[src/rtl/cmcs_defs.vh]
`ifndef CMCS_DEFS_VH
`define CMCS_DEFS_VH

// ==========================================================
// Register offsets on the serial port (7-bit address)
`define CMCS_OFS_MAIN_CTRL 7'h12
`define CMCS_OFS_LOOP_TUNE 7'h14
`define CMCS_OFS_DIV_SETUP 7'h15
`define CMCS_OFS_LOCK_STAT 7'h16
`define CMCS_OFS_BAND_STAT 7'h17

// ==========================================================
// Reset values
`define CMCS_RST_MAIN_CTRL 8'h00
`define CMCS_RST_LOOP_TUNE 8'hE7
`define CMCS_RST_DIV_SETUP 8'hC9

// ==========================================================
// Field positions
`define CMCS_BIT_ENABLE 7
`define CMCS_BIT_MANUAL 6
`define CMCS_BAND_HI 5
`define CMCS_BAND_LO 0
`define CMCS_LFW_HI 7
`define CMCS_LFW_LO 5
`define CMCS_PCC_HI 4
`define CMCS_PCC_LO 0
`define CMCS_CCR_HI 7
`define CMCS_CCR_LO 6
`define CMCS_BIT_XPOINT 4
`define CMCS_OOR_HI 3
`define CMCS_OOR_LO 2
`define CMCS_FBR_HI 1
`define CMCS_FBR_LO 0
`define CMCS_BIT_LOCK 7

// ==========================================================
// Band search constants
`define CMCS_BAND_START 6'h20
`define CMCS_BAND_TOP 6'h3F
`define CMCS_BAND_BOTTOM 6'h00
`define CMCS_VOLT_MID 4'h7
`define CMCS_VOLT_WIN_HI 4'h8
`define CMCS_VOLT_WIN_LO 4'h6
`define CMCS_SETTLE_TICKS 5'h10

// ==========================================================
// Serial frame layout
`define CMCS_FRAME_BITS 5'h10
`define CMCS_ADDR_LAST 5'h07
`define CMCS_DATA_FIRST 5'h08
`define CMCS_FRAME_LAST 5'h0F

`endif

[src/rtl/cmcs_spi_slave.v]
`include "cmcs_defs.vh"

// ==========================================================
// Three-wire serial register port
module cmcs_spi_slave (
  input wire clk, // System clock
  input wire resetn, // Async reset, active low
  input wire sclk, // Serial clock, sampled
  input wire csn, // Chip select, active low
  input wire sdio_in, // Data pin, input side
  output reg sdio_out, // Data pin, output side
  output reg sdio_oe_n, // Data pin enable, low drives
  output reg wr_strobe, // One-cycle register write
  output reg [6:0] reg_addr, // Frame address
  output reg [7:0] wr_data, // Write data
  input wire [7:0] rd_data // Read data for reg_addr
);

  reg sclk_q;
  reg [4:0] bit_cnt;
  reg [6:0] shift;
  reg rd_frame;
  reg [7:0] tx_shift;
  wire sclk_rise;
  wire sclk_fall;

  // Edges of the sampled serial clock, only inside a frame
  assign sclk_rise = sclk & ~sclk_q & ~csn;
  assign sclk_fall = ~sclk & sclk_q & ~csn;

  // Frame engine: rise samples, fall launches read data
  always @(posedge clk or negedge resetn) begin
    if (!resetn) begin
      sclk_q <= 1'b0;
      bit_cnt <= 5'h00;
      shift <= 7'h00;
      rd_frame <= 1'b0;
      tx_shift <= 8'h00;
      sdio_out <= 1'b0;
      sdio_oe_n <= 1'b1;
      wr_strobe <= 1'b0;
      reg_addr <= 7'h00;
      wr_data <= 8'h00;
    end else begin
      sclk_q <= sclk;
      wr_strobe <= 1'b0;
      if (csn) begin
        // Frame abort or end releases the pin at once
        bit_cnt <= 5'h00;
        sdio_oe_n <= 1'b1;
      end else if (sclk_rise && bit_cnt != `CMCS_FRAME_BITS) begin
        shift <= {shift[5:0], sdio_in};
        bit_cnt <= bit_cnt + 5'h01;
        if (bit_cnt == `CMCS_ADDR_LAST) begin
          rd_frame <= shift[6];
          reg_addr <= {shift[5:0], sdio_in};
        end
        if (bit_cnt == `CMCS_FRAME_LAST && !rd_frame) begin
          wr_data <= {shift[6:0], sdio_in};
          wr_strobe <= 1'b1;
        end
      end else if (sclk_fall && rd_frame && bit_cnt == `CMCS_DATA_FIRST) begin
        // Read data is captured once, so it cannot tear mid-byte
        sdio_out <= rd_data[7];
        tx_shift <= {rd_data[6:0], 1'b0};
        sdio_oe_n <= 1'b0;
      end else if (sclk_fall && rd_frame && bit_cnt > `CMCS_DATA_FIRST &&
                   bit_cnt != `CMCS_FRAME_BITS) begin
        sdio_out <= tx_shift[7];
        tx_shift <= {tx_shift[6:0], 1'b0};
      end
    end
  end

endmodule // cmcs_spi_slave

[src/rtl/cmcs_ref_divider.v]
// ==========================================================
// Divides a sampled reference level by an even ratio
module cmcs_ref_divider (
  input wire clk, // System clock
  input wire resetn, // Async reset, active low
  input wire run, // Divider runs while high
  input wire ref_in, // Reference level, sampled
  input wire [4:0] ratio, // Even divide ratio, 2 to 16
  output reg div_out, // Divided level
  output reg tick // One-cycle pulse per output period
);

  reg ref_q;
  reg [3:0] edge_cnt;
  wire ref_rise;
  wire [3:0] half_last;

  assign ref_rise = ref_in & ~ref_q;
  // Half period in reference edges, minus one
  assign half_last = ratio[4:1] - 4'h1;

  // Count reference edges; toggle every half period
  always @(posedge clk or negedge resetn) begin
    if (!resetn) begin
      ref_q <= 1'b0;
      edge_cnt <= 4'h0;
      div_out <= 1'b0;
      tick <= 1'b0;
    end else begin
      ref_q <= ref_in;
      tick <= 1'b0;
      if (!run) begin
        edge_cnt <= 4'h0;
        div_out <= 1'b0;
      end else if (ref_rise) begin
        if (edge_cnt >= half_last) begin
          edge_cnt <= 4'h0;
          div_out <= ~div_out;
          tick <= ~div_out;
        end else begin
          edge_cnt <= edge_cnt + 4'h1;
        end
      end
    end
  end

endmodule // cmcs_ref_divider

[src/rtl/cmcs_top.v]
`include "cmcs_defs.vh"

// ==========================================================
// Clock multiplier configuration and status
//
// Contract
// [RQ1] Enable bit turns multiplier on, reset off
// [RQ2] Band mode bit: 0 automatic, 1 manual
// [RQ3] Manual band code six bits, 64 bands
// [RQ4] Software keeps loop filter width at 111
// [RQ5] Software keeps pump current code at 00111
// [RQ6] Control clock is reference over 2..16
// [RQ7] Software keeps control clock below 75 MHz
// [RQ8] Software keeps crossing-point adjust off
// [RQ9] Oscillator divide 1, 2, 4, 4 by code
// [RQ10] Converter clock 2..16 times the reference
// [RQ11] Read-only lock flag, status bit 7
// [RQ12] Four-bit control voltage readback, read-only
// [RQ13] Readback mid 0111; band shifts move it
// [RQ14] Selected band readable in next status register
// [RQ15] Auto mode ignores manual band, searches itself
module cmcs_top (
  input wire clk, // System clock, 40 MHz
  input wire resetn, // Async reset, active low
  input wire spi_sclk, // Serial clock
  input wire spi_csn, // Serial chip select, active low
  input wire spi_sdio_in, // Serial data pin, input side
  output wire spi_sdio_out, // Serial data pin, output side
  output wire spi_sdio_oe_n, // Serial data pin enable, low drives
  input wire reference_clock, // Reference clock, sampled level
  input wire loop_locked, // Lock detect from the analog loop
  input wire [3:0] tuning_voltage_in, // Coarse control voltage
  output reg multiplier_enable, // Analog loop power-up
  output reg [5:0] band_code, // Oscillator band in use
  output reg [2:0] loop_filter_width, // Loop filter width code
  output reg [4:0] pump_current_code, // Charge pump current code
  output reg crosspoint_adjust_en, // Loop divider crossing adjust
  output wire converter_ready, // Lock flag as a level
  output wire control_clock, // Divided control-logic clock
  output reg [4:0] control_clock_ratio, // Reference to control ratio
  output reg [2:0] oscillator_output_ratio, // Oscillator to converter ratio
  output reg [4:0] converter_clock_ratio // Converter to reference ratio
);

  // ==========================================================
  // Decode functions

  // Power-of-two ratio 2, 4, 8, 16 from a two-bit code
  function [4:0] pow2_ratio;
    input [1:0] code;
    begin
      case (code)
        2'b00: pow2_ratio = 5'h02;
        2'b01: pow2_ratio = 5'h04;
        2'b10: pow2_ratio = 5'h08;
        default: pow2_ratio = 5'h10;
      endcase
    end
  endfunction

  // Oscillator divider: the top code repeats four
  function [2:0] osc_ratio;
    input [1:0] code;
    begin
      case (code)
        2'b00: osc_ratio = 3'h1;
        2'b01: osc_ratio = 3'h2;
        default: osc_ratio = 3'h4;
      endcase
    end
  endfunction

  // ==========================================================
  // Declarations

  localparam [3:0] ST_IDLE = 4'b0001;
  localparam [3:0] ST_SETTLE = 4'b0010;
  localparam [3:0] ST_JUDGE = 4'b0100;
  localparam [3:0] ST_HOLD = 4'b1000;

  reg [7:0] main_ctrl;
  reg [7:0] loop_tune;
  reg [7:0] div_setup;
  reg [3:0] state;
  reg [3:0] next_state;
  reg [5:0] search_band;
  reg [5:0] next_search_band;
  reg [4:0] settle_cnt;
  reg [4:0] next_settle_cnt;
  reg lock_flag;
  reg [3:0] volt_level;
  reg [7:0] rd_data;
  wire wr_strobe;
  wire [6:0] reg_addr;
  wire [7:0] wr_data;
  wire ctl_tick;
  wire auto_mode;
  wire [5:0] band_sel;

  // ==========================================================
  // Serial port

  cmcs_spi_slave u_spi (
    .clk(clk),
    .resetn(resetn),
    .sclk(spi_sclk),
    .csn(spi_csn),
    .sdio_in(spi_sdio_in),
    .sdio_out(spi_sdio_out),
    .sdio_oe_n(spi_sdio_oe_n),
    .wr_strobe(wr_strobe),
    .reg_addr(reg_addr),
    .wr_data(wr_data),
    .rd_data(rd_data)
  );

  // ==========================================================
  // Writable registers; unmapped and read-only writes are dropped

  always @(posedge clk or negedge resetn) begin
    if (!resetn) begin
      main_ctrl <= `CMCS_RST_MAIN_CTRL;
      loop_tune <= `CMCS_RST_LOOP_TUNE;
      div_setup <= `CMCS_RST_DIV_SETUP;
    end else if (wr_strobe) begin
      if (reg_addr == `CMCS_OFS_MAIN_CTRL) begin
        main_ctrl <= wr_data;
      end else if (reg_addr == `CMCS_OFS_LOOP_TUNE) begin
        loop_tune <= wr_data;
      end else if (reg_addr == `CMCS_OFS_DIV_SETUP) begin
        div_setup <= wr_data;
      end
    end
  end

  // ==========================================================
  // Read multiplexer; unmapped addresses read zero

  always @* begin
    if (reg_addr == `CMCS_OFS_MAIN_CTRL) begin
      rd_data = main_ctrl;
    end else if (reg_addr == `CMCS_OFS_LOOP_TUNE) begin
      rd_data = loop_tune;
    end else if (reg_addr == `CMCS_OFS_DIV_SETUP) begin
      rd_data = div_setup;
    end else if (reg_addr == `CMCS_OFS_LOCK_STAT) begin
      // [RQ11] [RQ12] status readback
      rd_data = {lock_flag, 3'h0, volt_level};
    end else if (reg_addr == `CMCS_OFS_BAND_STAT) begin
      // [RQ14] band readback
      rd_data = {2'h0, band_code};
    end else begin
      rd_data = 8'h00;
    end
  end

  // ==========================================================
  // Control clock divider

  // [RQ6] reference divided by 2..16
  cmcs_ref_divider u_ctl_div (
    .clk(clk),
    .resetn(resetn),
    .run(multiplier_enable),
    .ref_in(reference_clock),
    .ratio(pow2_ratio(div_setup[`CMCS_CCR_HI:`CMCS_CCR_LO])),
    .div_out(control_clock),
    .tick(ctl_tick)
  );

  // ==========================================================
  // Band search, paced by the control clock

  // [RQ15] automatic mode owns the band
  assign auto_mode = ~main_ctrl[`CMCS_BIT_MANUAL];

  // Voltage above the window means the band is too low, so step up;
  // a single step per judgement keeps the search from overshooting
  always @* begin
    next_state = state;
    next_search_band = search_band;
    next_settle_cnt = settle_cnt;
    case (state)
      ST_IDLE: begin
        next_search_band = `CMCS_BAND_START;
        next_settle_cnt = 5'h00;
        if (multiplier_enable && auto_mode) begin
          next_state = ST_SETTLE;
        end
      end
      ST_SETTLE: begin
        if (ctl_tick) begin
          next_settle_cnt = settle_cnt + 5'h01;
          if (settle_cnt == `CMCS_SETTLE_TICKS - 5'h01) begin
            next_state = ST_JUDGE;
          end
        end
      end
      ST_JUDGE: begin
        next_settle_cnt = 5'h00;
        // [RQ13] high voltage moves band up
        if (tuning_voltage_in > `CMCS_VOLT_WIN_HI &&
            search_band != `CMCS_BAND_TOP) begin
          next_search_band = search_band + 6'h01;
          next_state = ST_SETTLE;
        end else if (tuning_voltage_in < `CMCS_VOLT_WIN_LO &&
                     search_band != `CMCS_BAND_BOTTOM) begin
          next_search_band = search_band - 6'h01;
          next_state = ST_SETTLE;
        end else begin
          next_state = ST_HOLD;
        end
      end
      ST_HOLD: begin
        next_settle_cnt = 5'h00;
      end
      default: begin
        next_state = ST_IDLE;
      end
    endcase
    // Leaving automatic mode or disabling restarts the search
    if (!multiplier_enable || !auto_mode) begin
      next_state = ST_IDLE;
    end
  end

  // Search state registers
  always @(posedge clk or negedge resetn) begin
    if (!resetn) begin
      state <= ST_IDLE;
      search_band <= `CMCS_BAND_START;
      settle_cnt <= 5'h00;
    end else begin
      state <= next_state;
      search_band <= next_search_band;
      settle_cnt <= next_settle_cnt;
    end
  end

  // [RQ2] [RQ3] band source by mode
  assign band_sel = auto_mode ? search_band : main_ctrl[`CMCS_BAND_HI:`CMCS_BAND_LO];

  // ==========================================================
  // Registered controls toward the analog loop

  always @(posedge clk or negedge resetn) begin
    if (!resetn) begin
      multiplier_enable <= 1'b0;
      band_code <= 6'h00;
      loop_filter_width <= 3'h0;
      pump_current_code <= 5'h00;
      crosspoint_adjust_en <= 1'b0;
      control_clock_ratio <= 5'h02;
      oscillator_output_ratio <= 3'h1;
      converter_clock_ratio <= 5'h02;
    end else begin
      // [RQ1] enable follows bit 7
      multiplier_enable <= main_ctrl[`CMCS_BIT_ENABLE];
      band_code <= band_sel;
      // [RQ4] filter width code passed through
      loop_filter_width <= loop_tune[`CMCS_LFW_HI:`CMCS_LFW_LO];
      // [RQ5] pump current code passed through
      pump_current_code <= loop_tune[`CMCS_PCC_HI:`CMCS_PCC_LO];
      // [RQ8] crossing adjust enable
      crosspoint_adjust_en <= div_setup[`CMCS_BIT_XPOINT];
      // [RQ7] ratio shown for software's check
      control_clock_ratio <= pow2_ratio(div_setup[`CMCS_CCR_HI:`CMCS_CCR_LO]);
      // [RQ9] oscillator divider decode
      oscillator_output_ratio <= osc_ratio(div_setup[`CMCS_OOR_HI:`CMCS_OOR_LO]);
      // [RQ10] feedback divider decode
      converter_clock_ratio <= pow2_ratio(div_setup[`CMCS_FBR_HI:`CMCS_FBR_LO]);
    end
  end

  // ==========================================================
  // Status capture

  // In automatic mode lock is only claimed once the search reaches ST_HOLD, so a mid-search
  // lock pulse from the analog loop is not reported; in manual mode the flag follows loop_locked
  always @(posedge clk or negedge resetn) begin
    if (!resetn) begin
      lock_flag <= 1'b0;
      volt_level <= 4'h0;
    end else begin
      // [RQ11] lock flag qualified
      lock_flag <= multiplier_enable & loop_locked & (~auto_mode | (state == ST_HOLD));
      // [RQ12] voltage readback, zero when off
      volt_level <= multiplier_enable ? tuning_voltage_in : 4'h0;
    end
  end

  // Lock flag as a pin for the converter clock gating
  assign converter_ready = lock_flag;

endmodule // cmcs_top

[config.mk]
export PLATFORM = sky130hd
export DESIGN_NAME = cmcs_top
export DESIGN_NICKNAME = d
export VERILOG_FILES = /design/src/rtl/cmcs_spi_slave.v /design/src/rtl/cmcs_ref_divider.v /design/src/rtl/cmcs_top.v
export VERILOG_INCLUDE_DIRS = /design/src /design/src/rtl
export SDC_FILE = /design/constraint.sdc
export NUM_CORES = 1
export LEC_CHECK = 0
export ABC_AREA = 1
export BUFFER_PORTS_ARGS = -buffer_cell sky130_fd_sc_hd__buf_2
export CELL_PAD_IN_SITES_DETAIL_PLACEMENT = 1
export CELL_PAD_IN_SITES_GLOBAL_PLACEMENT = 2
export CORE_ASPECT_RATIO = 1.75
export CORE_MARGIN = 2
export CORE_UTILIZATION = 37
export DETAILED_ROUTE_END_ITERATION = 12
export PLACE_DENSITY_LB_ADDON = 0.1
export SYNTH_ARGS = -nofsm -noshare
export SYNTH_HDL_FRONTEND = slang
export SYNTH_HIERARCHICAL = 1
export SYNTH_SLANG_ARGS = --single-unit
[constraint.sdc]
create_clock -name clk -period 2.55 [get_ports clk]
set_input_delay 0.3825 -clock clk [delete_from_list [all_inputs] [get_ports clk]]
set_output_delay 0.3825 -clock clk [all_outputs]
set_load 0.01 [all_outputs]
## Yosys cells after proc, flatten, opt, wreduce, memory -nomap -nowiden

Cells that the tools add are included.

- Output and inout bits: 33
- Register bits after elaboration: 120

- Multiplexer cells: 43
- Eq/ne operators: 29
- Reductions and logical operators: 34
- $add $sub $neg: 6
- Bitwise gates (word level): 17
- Magnitude comparators: 4

Operators by type and width:

| cell | number |
|---|---|
| $mux 8 | 6 |
| $mux 4 | 10 |
| $eq 7x5->1 const B | 5 |
| $pmux 5 s3 | 2 |
| $mux 6 | 4 |
| $pmux 4 s4 | 1 |
| $eq 5x4->1 const B | 3 |
| $mux 5 | 3 |
| $mux 1 | 14 |
| $pmux 6 s2 | 1 |
| $reduce_and 2->1 | 6 |
| $reduce_and 3->1 | 4 |
| $add 5x1->5 const B | 2 |
| $pmux 5 s2 | 1 |
| $reduce_bool 2->1 | 5 |
| $logic_and 1x1->1 | 9 |
| $ne 3x3->1 const B | 3 |
| $not 1->1 | 9 |
| $reduce_and 4->1 | 2 |
| $and 1x1->1 | 7 |
| $add 6x1->6 const B | 1 |
| $eq 2x1->1 const B | 3 |
| $logic_not 2->1 | 3 |
| $ne 2x1->1 const B | 3 |
| other kinds (23) | 26 |

## Depth between registers and ports, before layout

- Word-level depth: 8
- Depth in mapped cells: 14

## Cells and area by module

The synthesis kept the hierarchy.

By module, submodules not included:

| module | seq. area each (um2) | cells each | area an instance (um2) | times used |
|---|---|---|---|---|
| cmcs_top | 1795.5 | 376 | 3263.1 | 1 |
| cmcs_spi_slave | 977.2 | 194 | 1873.0 | 1 |
| cmcs_ref_divider | 175.2 | 62 | 489.2 | 1 |

## Worst setup path after synthesis

OpenSTA, ideal clock, no wires.

- Path type: flip-flop to flip-flop
- From: register search_band[5]
- To: register search_band[4]
- Data arrival time: 1920 ps
- Setup slack: 503 ps
- Library setup time: 126 ps
- Stages on the path, launching flop included: 13
- Required time: 2424 ps
- Path through: dfstp_2 > nand2_1 > nor2_1 > nand2_1 > nand2_1 > inv_1 > fa_1 > nand3b_1 > nand2_1 > nand2_1 > nor3b_1 > nand2_1 > o21ai_0

- Cells in the longest elaborated chain, start to end: 4
- Elaborated cells on any way between the ends: 8

Ends and longest elaborated chain:

| item | line | RTL |
|---|---|---|
| start: declaration | cmcs_top.v:86 | `reg [5:0] search_band;` |
| start signal: assignment | cmcs_top.v:231 | `` search_band <= `CMCS_BAND_START; `` |
| start signal: assignment | cmcs_top.v:235 | `search_band <= next_search_band;` |
| $ne 6x6->1 (no source line) or $reduce_bool 6->1 (tied branches) | n/a |  |
| $logic_and 1x1->1 (no source line) | n/a |  |
| $mux 6 or $ne 3x3->1 (tied branches) | n/a |  |
| $pmux 6 s2 or $reduce_and 2->1 (tied branches) | n/a |  |

Parallel ways exist; a longest one is shown, timed or not.
A chain may end at the register's enable or synchronous reset.

## Final worst setup path

Same ends and word-level chain as after synthesis.

==> flow_summary.json <==
{
  "htreeDepth": 4,
  "io_buffers": 41,
  "end_kind": "register",
  "hold_path.class": "input port to register",
  "synth-simple-area-share": 0.2578,
  "dp.final_hpwl_um": 10670,
  "first_iter_violations": 128,
  "fin_setup_tns_ns": 0,
  "cpPeakStageDelay_ns": 0.56,
  "rows": 59,
  "cts_tree": "built",
  "antenna_left": 0,
  "clockBufferDepth": 2,
  "antennaDiodeCount": 0,
  "drive_above_1_share": 0.2243,
  "clock_latency_ns": 0.41,
  "powerDensity_nw_per_um2": 665.7,
  "final_nets": 714,
  "avgSynthCellArea_um2": 8.901,
  "drt_first_pass_iters": 4,
  "worstSetupPathType": "register to register",
  "max_cap_violations": 0,
  "final-hold-violation-count": 0,
  "cts_sinks": 117,
  "synthToLayoutAreaGrowth_pct": 17.57,
  "ir_drop_mv": 0.3419,
  "grt_overflow_total": 0,
  "grt_antenna_before_repair": 0,
  "muxShareOfSynthArea": 0.001779,
  "cp_max_fo": 10,
  "worst_path_max_delay_cell": "dfstp_2",
  "synth_xor_area_frac": 0.007785,
  "track_usage": 0.1891,
  "first_global_vias": 4820,
  "slew_viol_final": 0,
  "synthAdderAreaFrac": 0.03692,
  "finalCritPeriodShare": 0.8740,
  "core_area_um2": 14840,
  "start_util": 0.3791,
  "path_clk_slew_ns": 0.06,
  "synth-edff-count": 0,
  "fin_cells": 883,
  "ios": 44,
  "period_needed_ns": 2.229,
  "p_leak_nw": 3.271,
  "placedCellCount": 850,
  "synth_compound_area_frac": 0.09653,
  "hold_ws_ns": 0.09329,
  "grt_start_max_net_pins": 54,
  "path_cells": "nand2_1, nor2_1, nand2_1, nand2_2, inv_1, fa_1, nand3b_1, nand2_1, nor2_1, nor3b_1, nand2_1, o21ai_0",
  "status": "complete, no violations",
  "die-area_um2": 16250,
  "crit_arrival_ns": 2.56,
  "synth_seq_cells": 117,
  "syn-instance-count": 632,
  "gp_congestion": 0.8216,
  "drc": 0,
  "synth_ff_type": "dfrtp_1",
  "worst_clock_skew_ns": 0.007694,
  "cts_root_buf": "clkbuf_16",
  "seq_area_frac_synth": 0.5240,
  "rsz0062_at_grt": "false",
  "critPathLaunchType": "register",
  "synth.distinct_cells": 39,
  "wirelength_um": 14220,
  "relSlewSlack": 0.5773,
  "fmax_mhz": 448.7,
  "cts_buffers": 17,
  "die_h_um": 167.1,
  "synth_top_family_by_area": "simple AND/OR/NAND/NOR gates",
  "postSynth.asyncResetShare": 1.000,
  "grt_first_pass_wirelength_um": 24250,
  "tightest_slew_ns": 0.6292,
  "synthesis.area_um2": 5625,
  "cpMostUsedCell": "nand2_1",
  "die_x_um": 97.21,
  "via_per_inst": 4.898,
  "post_cts_buffers": 0,
  "required_ns": 2.88,
  "ys_warn_count": 6,
  "setup_violations": 0,
  "vias": 4325,
  "wl_per_cell_um": 16.11
}
synth_stat cells (3+ instances only):
| cell | number | share of area |
|---|---|---|
| inv_2 | 8 | 0.0053 |
| dfstp_2 | 16 | 0.075 |
| nand4_1 | 9 | 0.010 |
| xor2_1 | 3 | 0.0047 |
| o21ai_0 | 27 | 0.024 |
| ha_1 | 15 | 0.033 |
| a21oi_1 | 13 | 0.012 |
| buf_6 | 4 | 0.0080 |
| nand2_4 | 3 | 0.0060 |
| inv_1 | 77 | 0.051 |
| nor2_1 | 44 | 0.029 |
| nor3_1 | 5 | 0.0044 |
| nand3_4 | 4 | 0.012 |
| buf_2 | 3 | 0.0027 |
| o21ai_1 | 3 | 0.0027 |
| nand2_2 | 6 | 0.0067 |
| nand2_1 | 194 | 0.13 |
| nor3_4 | 3 | 0.0087 |
| o21ai_2 | 32 | 0.050 |
| nor2_4 | 3 | 0.0060 |
| dfrtp_1 | 101 | 0.45 |
| o22ai_1 | 3 | 0.0033 |
| nand3_1 | 37 | 0.033 |
through the flow:
step	utilization	power (W)	area, um2	worst slack (ns)
2_1_floorplan	-	0.002034	5629	0.5033
3_3_place_gp	0.4061	0.002109	6026	0.3432
3_5_place_dp	0.4061	0.002116	6026	0.2312
4_1_cts	0.4456	0.004462	6611	0.2182
5_1_grt	0.4457	0.004570	6614	0.1284
6_report	0.4457	0.004403	6614	0.3213
routing by layer:
| layer | up-vias | GRT usage | routed length [um] |
|---|---|---|---|
| met5 | - | 0 | 0 |
| met4 | 0 | 0.06643 | 271 |
| met3 | 23 | 0.03756 | 354 |
| met2 | 47 | 0.3629 | 8102 |
| met1 | 2140 | 0.2031 | 5495 |
| li1 | 2115 | - | - |
flip-flops by register name, summed over array words and instances, names as in the netlist, 5 cells and up:
signal,cells
div_setup,8
band_code,6
pump_current_code,5
u_spi/bit_cnt,5
u_spi/shift,7
search_band,6
u_spi/reg_addr,7
loop_tune,8
u_spi/wr_data,8
settle_cnt,5
u_spi/tx_shift,7
main_ctrl,8
power by group:
part           internal, W  total (W)  leakage (nW)  switching, W
Clock              0.00145    0.00232         0.273      0.000872
Combinational    0.0000442   0.000178          1.44      0.000134
Sequential         0.00189    0.00190          1.56     0.0000160
Total              0.00338    0.00440          3.27       0.00102
final cells by class:
class / count / area (um2)
Inverter: 86 / 336.6
Fill cell: 1740 / 8224
Clock inverter: 14 / 136.4
Multi-Input combinational cell: 419 / 2265
Clock buffer: 18 / 439.2
Sequential cell: 117 / 2948
Tap cell: 183 / 229.0
Timing Repair Buffer: 46 / 260.3
worst paths after layout:
| check | startpoint | end | slack [ns] | cells after the start |
|---|---|---|---|---|
| setup / recovery | search_band[5] | search_band[4] | 0.32 | 12 |
| hold / removal | spi_sclk | u_spi/sclk_q | 0.09 | 1 |
| setup reg to reg | search_band[5] | search_band[4] | 0.32 | 12 |
| hold reg to reg | loop_tune[7] | loop_filter_width[2] | 0.41 | 0 |
| max in group asynchronous | resetn | div_setup[7] | 1.22 | 3 |
| min in group asynchronous | resetn | u_spi/bit_cnt[1] | 0.48 | 2 |
timing repair:
action | in CTS | in global routing
gates resized for setup | 0 | 1
hold buffers | 1 | 0
setup endpoints to repair | 0 | 1
endpoints found under the hold margin | 27 | 0
placed cells by master, fill, tap and decap left out, types with 7 or more instances in the layout:
cell,instances
dfrtp_1,101
dfstp_2,16
nand4_1,9
inv_1,77
clkbuf_16,17
o21ai_2,32
nand2_1,193
inv_2,8
ha_1,15
nand3_1,37
o21ai_0,27
a21oi_1,13
buf_2,40
nand2_2,7
nor2_1,44
critical path: cells and delay by family, from the launching register on:
kind	cells	cell delay [ns]
AND/OR/NAND/NOR	9	1.03
flip-flops	1	0.56
adder cells (fa/ha/maj)	1	0.41
buffers and inverters	1	0.08
AO/OA/AOI/OAI	1	0.07
kinds of logic after synthesis:
family / Yosys count
other cells: 1
flops: 117
compound gates: 82
simple gates: 313
fa+ha+maj: 16
mux: 1
buf+inv: 97
xor+xnor: 5
Power figures use the tool's default switching activity.
